$ cat src/shared/tfex_defines.svh
`ifndef TFEX_DEFINES_SVH
`define TFEX_DEFINES_SVH

// Register byte offsets
`define TFEX_OFF_PSW 12'h000
`define TFEX_OFF_STATUS 12'h004
`define TFEX_OFF_VERSION 12'h008
`define TFEX_OFF_TRCCNT 12'h00C

// Status word fields
`define TFEX_PSW_TCH 15
`define TFEX_PSW_TCL 14
`define TFEX_PSW_SUP 13
`define TFEX_PSW_RST 16'h2700
`define TFEX_VERSION_RST 8'h01

// Trace modes (high bit, low bit)
`define TFEX_TM_NONE 2'h0
`define TFEX_TM_FLOW 2'h1
`define TFEX_TM_ALL 2'h2

// Vectors
`define TFEX_VEC_TRACE 8'h09
`define TFEX_VEC_FORMAT 8'h0E

// Frame formats
`define TFEX_FMT_LONG_BUS 4'hB
`define TFEX_FMT_VALID_MASK 16'h0E07

// Descriptor fields that a proper call or return must carry
`define TFEX_MOD_OPT_OK 3'h0
`define TFEX_MOD_TYPE_OK 2'h0

`endif

$ cat src/shared/tfex_pkg.sv
package tfex_pkg;
  typedef enum logic [1:0] {
    ST_RUN,
    ST_FORCED,
    ST_TRACE,
    ST_INT
  } tfex_state_t;
endpackage

$ cat src/tfex_unit.sv
// The APB register port and the placing of the registers were chosen for this implementation.
`timescale 1ns/1ps
`include "tfex_defines.svh"
// Overview of operation
// - Trace decision uses trace bits latched when the instruction starts.
// - Both trace bits zero means no tracing at all.
// - Mode 01 traces branches, jumps, traps, returns and coproc flow ops.
// - Mode 01 never traces sequential instructions.
// - Mode 01 also traces instructions that may modify the status word.
// - Breakpoint is a flow change only if its replacement changes flow.
// - Mode 10 traces every executed instruction.
// - Suspended instruction keeps its trace until it resumes and completes.
// - Pending interrupt waits until trace processing has finished.
// - A forced exception is processed before the trace exception.
// - Illegal or unimplemented instructions are never traced.
// - Trace runs after the instruction ends, before the next one starts.
// - Trace entry copies status word, sets supervisor, clears trace bits.
// - Trace uses vector 9, stacking offset, status copy, next pc.
// - Stop under all-tracing loads status word, traces, never stops.
// - Return checks format; long bus frame also checks version at SP+54.
// - Module call and return check option, type and memory-manager veto.
// - Coproc restore hands format word over; coprocessor flags errors.
// - Format error stacks short frame, vector 14, pc of detecting instr.
module tfex_unit #(
  parameter int ADDR_W = 12
) (
  input wire logic clk_sys,
  input wire logic sys_rst,
  input wire logic psel,
  input wire logic penable,
  input wire logic pwrite,
  input wire logic [ADDR_W-1:0] paddr,
  input wire logic [31:0] pwdata,
  output logic [31:0] prdata,
  output logic pready,
  output logic pslverr,
  input wire logic instrStart,
  input wire logic instrDone,
  input wire logic instrSuspend,
  input wire logic instrIllegal,
  input wire logic instrFlowChange,
  input wire logic instrSrWrite,
  input wire logic instrIsBkpt,
  input wire logic bkptReplaceFlow,
  input wire logic instrIsStop,
  input wire logic forcedExc,
  input wire logic excDone,
  input wire logic intPending,
  input wire logic [31:0] curPc,
  input wire logic [31:0] nextPc,
  input wire logic srLoad,
  input wire logic [15:0] srLoadData,
  input wire logic rteCheck,
  input wire logic [3:0] rteFormat,
  input wire logic [7:0] rteVersion,
  input wire logic modCheck,
  input wire logic [2:0] modOption,
  input wire logic [1:0] modType,
  input wire logic mmuIllegal,
  input wire logic coproc_state_restore_instr,
  input wire logic [15:0] cpFormatIn,
  input wire logic cpFormatError,
  output logic [15:0] cpFormatWord,
  output logic cpFormatStrobe,
  output logic [15:0] processorStatusWord,
  output logic excReq,
  output logic [7:0] excVector,
  output logic [31:0] excPc,
  output logic [15:0] excSrCopy,
  output logic excShortFrame,
  output logic intGo,
  output logic nextOk,
  output logic stopEnter
);
  import tfex_pkg::*;

  initial begin
    if (ADDR_W < 4 || ADDR_W > 32) begin
      $error("tfex_unit: ADDR_W out of range");
    end
  end

  function automatic logic traceHit(input logic [1:0] mode,
                                    input logic flow, input logic srw,
                                    input logic breakpoint_instr, input logic bkFlow);
    logic chg;
    chg = (breakpoint_instr ? bkFlow : flow) | srw;
    case (mode)
      `TFEX_TM_FLOW: traceHit = chg;
      `TFEX_TM_ALL: traceHit = 1'b1;
      default: traceHit = 1'b0;
    endcase
  endfunction

  tfex_state_t state_r, state_nxt;
  logic [15:0] psw_r;
  logic [7:0] version_r;
  logic [15:0] trcCnt_r;
  logic [1:0] modeLatch_r;
  logic busy_r;
  logic suspended_r;
  logic traceArm_r;
  logic forcedSeen_r;
  logic [31:0] tracePc_r;
  logic [31:0] fmtPc_r;
  logic cpWait_r;
  logic [31:0] prdata_r;
  logic pready_r;
  logic pslverr_r;
  logic excReq_r;
  logic [7:0] excVector_r;
  logic [31:0] excPc_r;
  logic [15:0] excSrCopy_r;
  logic excShortFrame_r;
  logic intGo_r;
  logic stopEnter_r;
  logic [15:0] cpFormatWord_r;
  logic cpFormatStrobe_r;
  logic trcSent_r;
  logic nextOk_r;

  // APB decode; one wait state so that read data comes from a flop
  wire logic apbAcc = psel & penable;
  wire logic apbDone = apbAcc & pready_r;
  wire logic [ADDR_W-1:0] regAddr = paddr & ~ADDR_W'(3);
  wire logic hitPsw = regAddr == ADDR_W'(`TFEX_OFF_PSW);
  wire logic hitStat = regAddr == ADDR_W'(`TFEX_OFF_STATUS);
  wire logic hitVer = regAddr == ADDR_W'(`TFEX_OFF_VERSION);
  wire logic hitCnt = regAddr == ADDR_W'(`TFEX_OFF_TRCCNT);
  wire logic hitAny = hitPsw | hitStat | hitVer | hitCnt;
  wire logic wrPsw = apbDone & pwrite & hitPsw;
  wire logic wrVer = apbDone & pwrite & hitVer;
  wire logic [31:0] statusWord = {20'h00000, cpWait_r, suspended_r,
                                  busy_r, traceArm_r, 2'(state_r),
                                  modeLatch_r, psw_r[`TFEX_PSW_TCH],
                                  psw_r[`TFEX_PSW_TCL], 2'h0};
  wire logic [31:0] rdMux = hitPsw ? {16'h0000, psw_r} :
                            hitStat ? statusWord :
                            hitVer ? {24'h000000, version_r} :
                            hitCnt ? {16'h0000, trcCnt_r} : 32'h00000000;

  wire logic [1:0] curMode = {psw_r[`TFEX_PSW_TCH], psw_r[`TFEX_PSW_TCL]};
  wire logic startNow = instrStart & (state_r == ST_RUN);
  wire logic hitNow = traceHit(modeLatch_r, instrFlowChange, instrSrWrite,
                               instrIsBkpt, bkptReplaceFlow);
  // Illegal instructions never execute, so they never take a trace
  wire logic doneNow = busy_r & instrDone & ~instrIllegal;
  wire logic traceNow = doneNow & (traceArm_r | hitNow);
  wire logic stopTraced = instrIsStop & (modeLatch_r == `TFEX_TM_ALL);
  // One request per trace entry, whatever the core's acknowledge timing
  wire logic trcEntry = (state_r == ST_TRACE) & ~trcSent_r;
  wire logic busy_nxt = startNow | (busy_r & (instrSuspend | ~instrDone));

  // Format checks
  wire logic [15:0] fmtMaskSh = `TFEX_FMT_VALID_MASK >> rteFormat;
  wire logic rteFmtOk = fmtMaskSh[0];
  wire logic rteBad = rteCheck & (~rteFmtOk |
    ((rteFormat == `TFEX_FMT_LONG_BUS) & (rteVersion != version_r)));
  wire logic modBad = modCheck & ((modOption != `TFEX_MOD_OPT_OK) |
    (modType != `TFEX_MOD_TYPE_OK) | mmuIllegal);
  wire logic cpBad = cpWait_r & cpFormatError;
  wire logic fmtFail = rteBad | modBad | cpBad;

  always_comb begin
    state_nxt = state_r;
    case (state_r)
      ST_RUN: begin
        if (doneNow & forcedExc) begin
          state_nxt = ST_FORCED;
        end else if (traceNow) begin
          state_nxt = ST_TRACE;
        end else if (doneNow & intPending) begin
          state_nxt = ST_INT;
        end
      end
      ST_FORCED: begin
        if (excDone) begin
          state_nxt = forcedSeen_r ? ST_TRACE :
                      (intPending ? ST_INT : ST_RUN);
        end
      end
      ST_TRACE: begin
        if (trcSent_r && excReq_r == 1'b0 && excDone) begin
          state_nxt = intPending ? ST_INT : ST_RUN;
        end
      end
      ST_INT: state_nxt = ST_RUN;
      default: state_nxt = ST_RUN;
    endcase
  end

  always_ff @(posedge clk_sys) begin
    if (sys_rst) begin
      state_r <= ST_RUN;
      trcSent_r <= 1'b0;
      nextOk_r <= 1'b1;
    end else begin
      state_r <= state_nxt;
      trcSent_r <= (state_nxt == ST_TRACE) & (trcSent_r | trcEntry);
      nextOk_r <= (state_nxt == ST_RUN) & ~busy_nxt;
    end
  end

  // Instruction tracking: mode sampled at start, held over suspension
  always_ff @(posedge clk_sys) begin
    if (sys_rst) begin
      modeLatch_r <= `TFEX_TM_NONE;
      busy_r <= 1'b0;
      suspended_r <= 1'b0;
      traceArm_r <= 1'b0;
      forcedSeen_r <= 1'b0;
      tracePc_r <= 32'h00000000;
    end else begin
      if (startNow) begin
        modeLatch_r <= curMode;
        busy_r <= 1'b1;
        traceArm_r <= 1'b0;
        suspended_r <= 1'b0;
      end else if (busy_r & instrSuspend) begin
        // Flow flags may not repeat on resume, so keep the decision
        suspended_r <= 1'b1;
        traceArm_r <= traceArm_r | hitNow;
      end else if (busy_r & instrDone) begin
        busy_r <= 1'b0;
        suspended_r <= 1'b0;
        traceArm_r <= 1'b0;
      end
      if (state_r == ST_RUN && doneNow) begin
        forcedSeen_r <= forcedExc & traceNow;
        tracePc_r <= nextPc;
      end
    end
  end

  // Status word: trace entry wins over software and core loads
  always_ff @(posedge clk_sys) begin
    if (sys_rst) begin
      psw_r <= `TFEX_PSW_RST;
      version_r <= `TFEX_VERSION_RST;
      trcCnt_r <= 16'h0000;
    end else begin
      if (trcEntry) begin
        psw_r[`TFEX_PSW_SUP] <= 1'b1;
        psw_r[`TFEX_PSW_TCH] <= 1'b0;
        psw_r[`TFEX_PSW_TCL] <= 1'b0;
        trcCnt_r <= trcCnt_r + 16'h0001;
      end else if (srLoad) begin
        psw_r <= srLoadData;
      end else if (wrPsw) begin
        psw_r <= pwdata[15:0];
      end
      if (wrVer) begin
        version_r <= pwdata[7:0];
      end
    end
  end

  // Exception request port
  always_ff @(posedge clk_sys) begin
    if (sys_rst) begin
      excReq_r <= 1'b0;
      excVector_r <= 8'h00;
      excPc_r <= 32'h00000000;
      excSrCopy_r <= 16'h0000;
      excShortFrame_r <= 1'b0;
      intGo_r <= 1'b0;
      stopEnter_r <= 1'b0;
      fmtPc_r <= 32'h00000000;
    end else begin
      excReq_r <= 1'b0;
      intGo_r <= state_r == ST_INT;
      stopEnter_r <= doneNow & instrIsStop & ~stopTraced;
      if (trcEntry) begin
        excReq_r <= 1'b1;
        excVector_r <= `TFEX_VEC_TRACE;
        excPc_r <= tracePc_r;
        excSrCopy_r <= psw_r;
        excShortFrame_r <= 1'b0;
      end else if (fmtFail) begin
        excReq_r <= 1'b1;
        excVector_r <= `TFEX_VEC_FORMAT;
        excPc_r <= cpBad ? fmtPc_r : curPc;
        excSrCopy_r <= psw_r;
        excShortFrame_r <= 1'b1;
      end
      if (coproc_state_restore_instr) begin
        fmtPc_r <= curPc;
      end
    end
  end

  // Coprocessor restore hand-over
  always_ff @(posedge clk_sys) begin
    if (sys_rst) begin
      cpFormatWord_r <= 16'h0000;
      cpFormatStrobe_r <= 1'b0;
      cpWait_r <= 1'b0;
    end else begin
      cpFormatStrobe_r <= coproc_state_restore_instr;
      if (coproc_state_restore_instr) begin
        cpFormatWord_r <= cpFormatIn;
        cpWait_r <= 1'b1;
      end else if (cpWait_r & (cpFormatError | instrDone)) begin
        cpWait_r <= 1'b0;
      end
    end
  end

  always_ff @(posedge clk_sys) begin
    if (sys_rst) begin
      pready_r <= 1'b0;
      pslverr_r <= 1'b0;
      prdata_r <= 32'h00000000;
    end else begin
      pready_r <= apbAcc & ~pready_r;
      pslverr_r <= apbAcc & ~pready_r & ~hitAny;
      prdata_r <= (apbAcc & ~pready_r & ~pwrite) ? rdMux : 32'h00000000;
    end
  end

  assign prdata = prdata_r;
  assign pready = pready_r;
  assign pslverr = pslverr_r;
  assign processorStatusWord = psw_r;
  assign excReq = excReq_r;
  assign excVector = excVector_r;
  assign excPc = excPc_r;
  assign excSrCopy = excSrCopy_r;
  assign excShortFrame = excShortFrame_r;
  assign intGo = intGo_r;
  assign nextOk = nextOk_r;
  assign stopEnter = stopEnter_r;
  assign cpFormatWord = cpFormatWord_r;
  assign cpFormatStrobe = cpFormatStrobe_r;
endmodule // tfex_unit

$ cat config.mk
export PLATFORM = sky130hd
export DESIGN_NAME = tfex_unit
export DESIGN_NICKNAME = d
export VERILOG_FILES = /design/src/shared/tfex_pkg.sv /design/src/tfex_unit.sv
export VERILOG_INCLUDE_DIRS = /design/src /design/src/shared
export SDC_FILE = /design/constraint.sdc
export NUM_CORES = 1
export LEC_CHECK = 0
export ABC_AREA = 1
export CAP_MARGIN = 20
export CELL_PAD_IN_SITES_DETAIL_PLACEMENT = 1
export CELL_PAD_IN_SITES_GLOBAL_PLACEMENT = 1
export CORE_ASPECT_RATIO = 0.8
export CORE_MARGIN = 2
export CORE_UTILIZATION = 44
export DETAILED_ROUTE_END_ITERATION = 10
export DONT_BUFFER_PORTS = 1
export PLACE_DENSITY = 0.81
export RECOVER_POWER = 50
export SYNTH_ARGS = -nofsm -noshare
export SYNTH_HDL_FRONTEND = slang
export SYNTH_SLANG_ARGS = --single-unit
$ cat constraint.sdc
create_clock -name clk_sys -period 2.35 [get_ports clk_sys]
set_clock_uncertainty 0.1 [all_clocks]
set_input_delay 0.47 -clock clk_sys [delete_from_list [all_inputs] [get_ports clk_sys]]
set_output_delay 0.47 -clock clk_sys [all_outputs]
set_load 0.005 [all_outputs]
==> results.py <==
metrics = {
    "floorplanning": {
        "die_area_um2": 22700,
        "die-height_um": 135,
        "initial_core_util": 0.453,
        "die_x_um": 168,
        "core-area_um2": 20900,
        "num_rows": 47,
        "io_pins": 308,
    },
    "layout": {
        "finalNonFillerCells": 1688,
        "nets": 1585,
        "areaGrowthSynthToFinish_pct": 12.3,
        "layout-drive-gt1-share": 0.0592,
        "n_fill_cell": 2723,
        "fin_util": 0.509,
    },
    "synthesis": {
        "yosys.area.top_type": "dfxtp_1",
        "netlist_area_um2": 9460,
        "synth-seq-area-share": 0.432,
        "ys_warn_count": 0,
        "synth_edf_count": 0,
        "async_reset_ff_frac": 0,
        "synth_top_area_frac": 0.432,
        "synth_common_cells": "281 x nand2_1, 204 x dfxtp_1, 201 x nor2_1, 188 x inv_1, 153 x o21ai_0",
        "syn_inst": 1404,
        "syn_area_per_cell_um2": 6.74,
        "ys_seq_elements": 204,
        "ys.flop_type": "dfxtp_1",
        "synth_most_common_cell": "nand2_1",
        "netlist_top_cells_area": "dfxtp_1 43%, nand2_1 11%, o21ai_0 8.1%, nor2_1 8.0%, inv_1 7.5%",
        "yosysUniqueCellTypes": 39,
    },
    "worst_setup_path": {
        "endpoint_kind": "flip-flop",
        "reg2reg_depth": 10,
        "crit_slowest_cell": "dfxtp_1",
        "path_cells": "inv_2 > nor2_4 > nand2_4 > nor2_4 > nand3_1 > nor2_1 > nand4_1 > o21ai_1 > nand2_1 > nor2_1",
        "path_max_fanout": 18,
        "critical_path.max_stage_delay_ns": 0.42,
        "cp.arrival_ns": 2.32,
        "r2r-end": "trcCnt_r[15]$_SDFFE_PP0P_",
        "crit_path_start_kind": "flip-flop",
        "critPathTopFamily": "simple AND/OR/NAND/NOR gates",
        "crit_type": "flip-flop to flip-flop",
        "ff2ff_setup_slack_ns": 0.36,
        "worst-path-buf-inv": 1,
        "worstReg2RegStart": "state_r[1]$_SDFF_PP0_",
        "required_ns": 2.68,
    },
    "power": {
        "leakage_nw": 4.90,
        "power.density_nw_per_um2": 855,
        "peakVddDrop_v": 0.000396,
        "finalPower_mw": 9.08,
    },
    "sta": {
        "hold_viol_final": 0,
        "max_slew_margin": 0.473,
        "worst_pin_slew_ns": 0.791,
        "rsz0062_at_grt": "false",
        "maxSlewViolCount": 0,
        "setup_violations": 0,
        "fin_crit_sh": 0.845,
        "fin_setup_tns_ns": 0,
        "period_needed_ns": 1.99,
        "max_freq_mhz": 504,
    },
    "hold_path": {
        "min_delay_worst_endpoint": "cpFormatWord[9]$_SDFFE_PP0P_",
        "min_from": "cpFormatIn[9]",
        "hold-path-cell-count": 2,
        "hp-class": "input port to flip-flop",
    },
    "cts": {
        "path_clk_slew_ns": 0.06,
        "clk-insertion-delay-late_ns": 0.50,
        "cts_buffers": 22,
        "cts-root-buf": "clkbuf_16",
        "numClockSinks": 204,
        "clock_path_buffers": 3,
        "hold_buffers": 33,
        "cts_resized": 0,
        "htreeDepth": 1,
        "tritoncts": "yes",
        "cts_setup_buffers": 0,
    },
    "detailed_routing": {
        "drtAntennaViolNets": 0,
        "routedWlPerCell_um": 18.8,
        "drcViolationCount": 0,
        "vias": 9084,
        "drt_iter0_markers": 509,
        "routed_wl_um": 31700,
        "drtPass1Iterations": 5,
        "vias_per_cell": 5.38,
    },
    "outcome": {
        "status": "complete, no violations",
    },
    "placed_design": {
        "io_buffers": 0,
        "dpl.hpwl_um": 22300,
        "gp_congestion": 0.850,
        "dp_cells": 1614,
    },
    "run": {
        "max-cap-violations": 0,
    },
    "global_routing": {
        "grt-ovfl-total": 0,
        "grt_max_degree": 76,
        "antenna_found_initial": 0,
        "grt_pass1_vias": 9025,
        "track_usage": 0.271,
        "grt_pass1_wl_um": 48900,
    },
}
-- cell usage in the layout (no fill, tap or decap), drive strengths merged --
cell type	Yosys	final
or2	2	2
dfxtp	204	204
inv	203	203
o221ai	12	12
clkinvlp	0	1
and2	1	1
a21oi	77	77
nor3b	1	1
nand2	285	285
a21boi	1	1
a211oi	2	2
o21bai	1	1
clkinv	2	7
nor3	8	8
o21ai	154	154
xnor2	5	5
dlygate4sd3	0	32
nand4	53	53
conb	1	20
o211ai	5	5
clkbuf	62	36
buf	41	24
diode	0	1
nor2	204	204
ha	3	3
nor4	4	4
o21a	2	2
o211a	1	1
xor2	1	1
nand3	69	69
-- worst reg2reg max path: cells and delay by family, from the launching register on --
family | cells | cell delay (ns)
compound gates | 1 | 0.18
buf+inv | 1 | 0.11
flops | 1 | 0.42
simple gates | 8 | 1.11
-- metal layers --
metal  global-route usage  wire, um
met2                0.464     14900
met4               0.0681       727
met3               0.0692      2570
met5                    0         0
met1                0.344     13500
-- how the worst max path moves through the flow --
stage	cells past startpoint	endpoint	slack, ns	start
floorplan	12	processorStatusWord[10]$_SDFFE_PP1P_	0.50	paddr[11]
global placement	14	excPc[0]$_SDFFE_PP0P_	0.35	rteVersion[5]
detailed placement	8	prdata[9]$_SDFF_PP0_	0.27	paddr[11]
CTS	10	trcCnt_r[15]$_SDFFE_PP0P_	0.36	state_r[1]$_SDFF_PP0_
global route	10	trcCnt_r[15]$_SDFFE_PP0P_	0.20	state_r[1]$_SDFF_PP0_
finish	10	trcCnt_r[15]$_SDFFE_PP0P_	0.36	state_r[1]$_SDFF_PP0_
-- stage by stage --
stage	cell area [um^2]	hold slack (ns)	worst slack [ns]
final	10600	0.00865	0.364
after global routing	10600	0.00518	0.197
after CTS	10600	0.0000762	0.362
after detailed placement	9620	0.342	0.274
after global placement	9620	0.335	0.350
after floorplan	9530	0.329	0.502
-- flip-flops by register name, summed over array words and instances, names as in the netlist, 2 cells and up --
name,flops
state_r,2
cpFormatWord,16
processorStatusWord,16
excSrCopy,16
excPc,32
fmtPc_r,32
modeLatch_r,2
excVector,3
prdata,16
version_r,8
trcCnt_r,16
tracePc_r,32
-- layout make-up --
cell class,count,area (um^2),share of cell area
diodes,1,2.50,0.000236
clock buffers,34,647,0.0609
clock inverters,6,32.5,0.00306
inverters,205,772,0.0727
multi-input cells,911,4190,0.394
flip-flops and latches,204,4080,0.384
well taps,269,337,0.0317
repair buffers,58,559,0.0526
-- cell families after synthesis --
family          share of synthesized area
compound gates                      0.143
other cells                      0.000396
fa+ha+maj                         0.00397
xor+xnor                          0.00555
flops                               0.432
buf+inv                             0.135
simple gates                        0.280
-- where the power goes --
part | switching (mW) | internal [mW] | leakage (nW)
Sequential | 0.318 | 3.79 | 1.68
Clock | 1.41 | 1.89 | 0.334
Combinational | 1.12 | 0.554 | 2.89
Note: power is estimated with default switching activity, not from simulation.
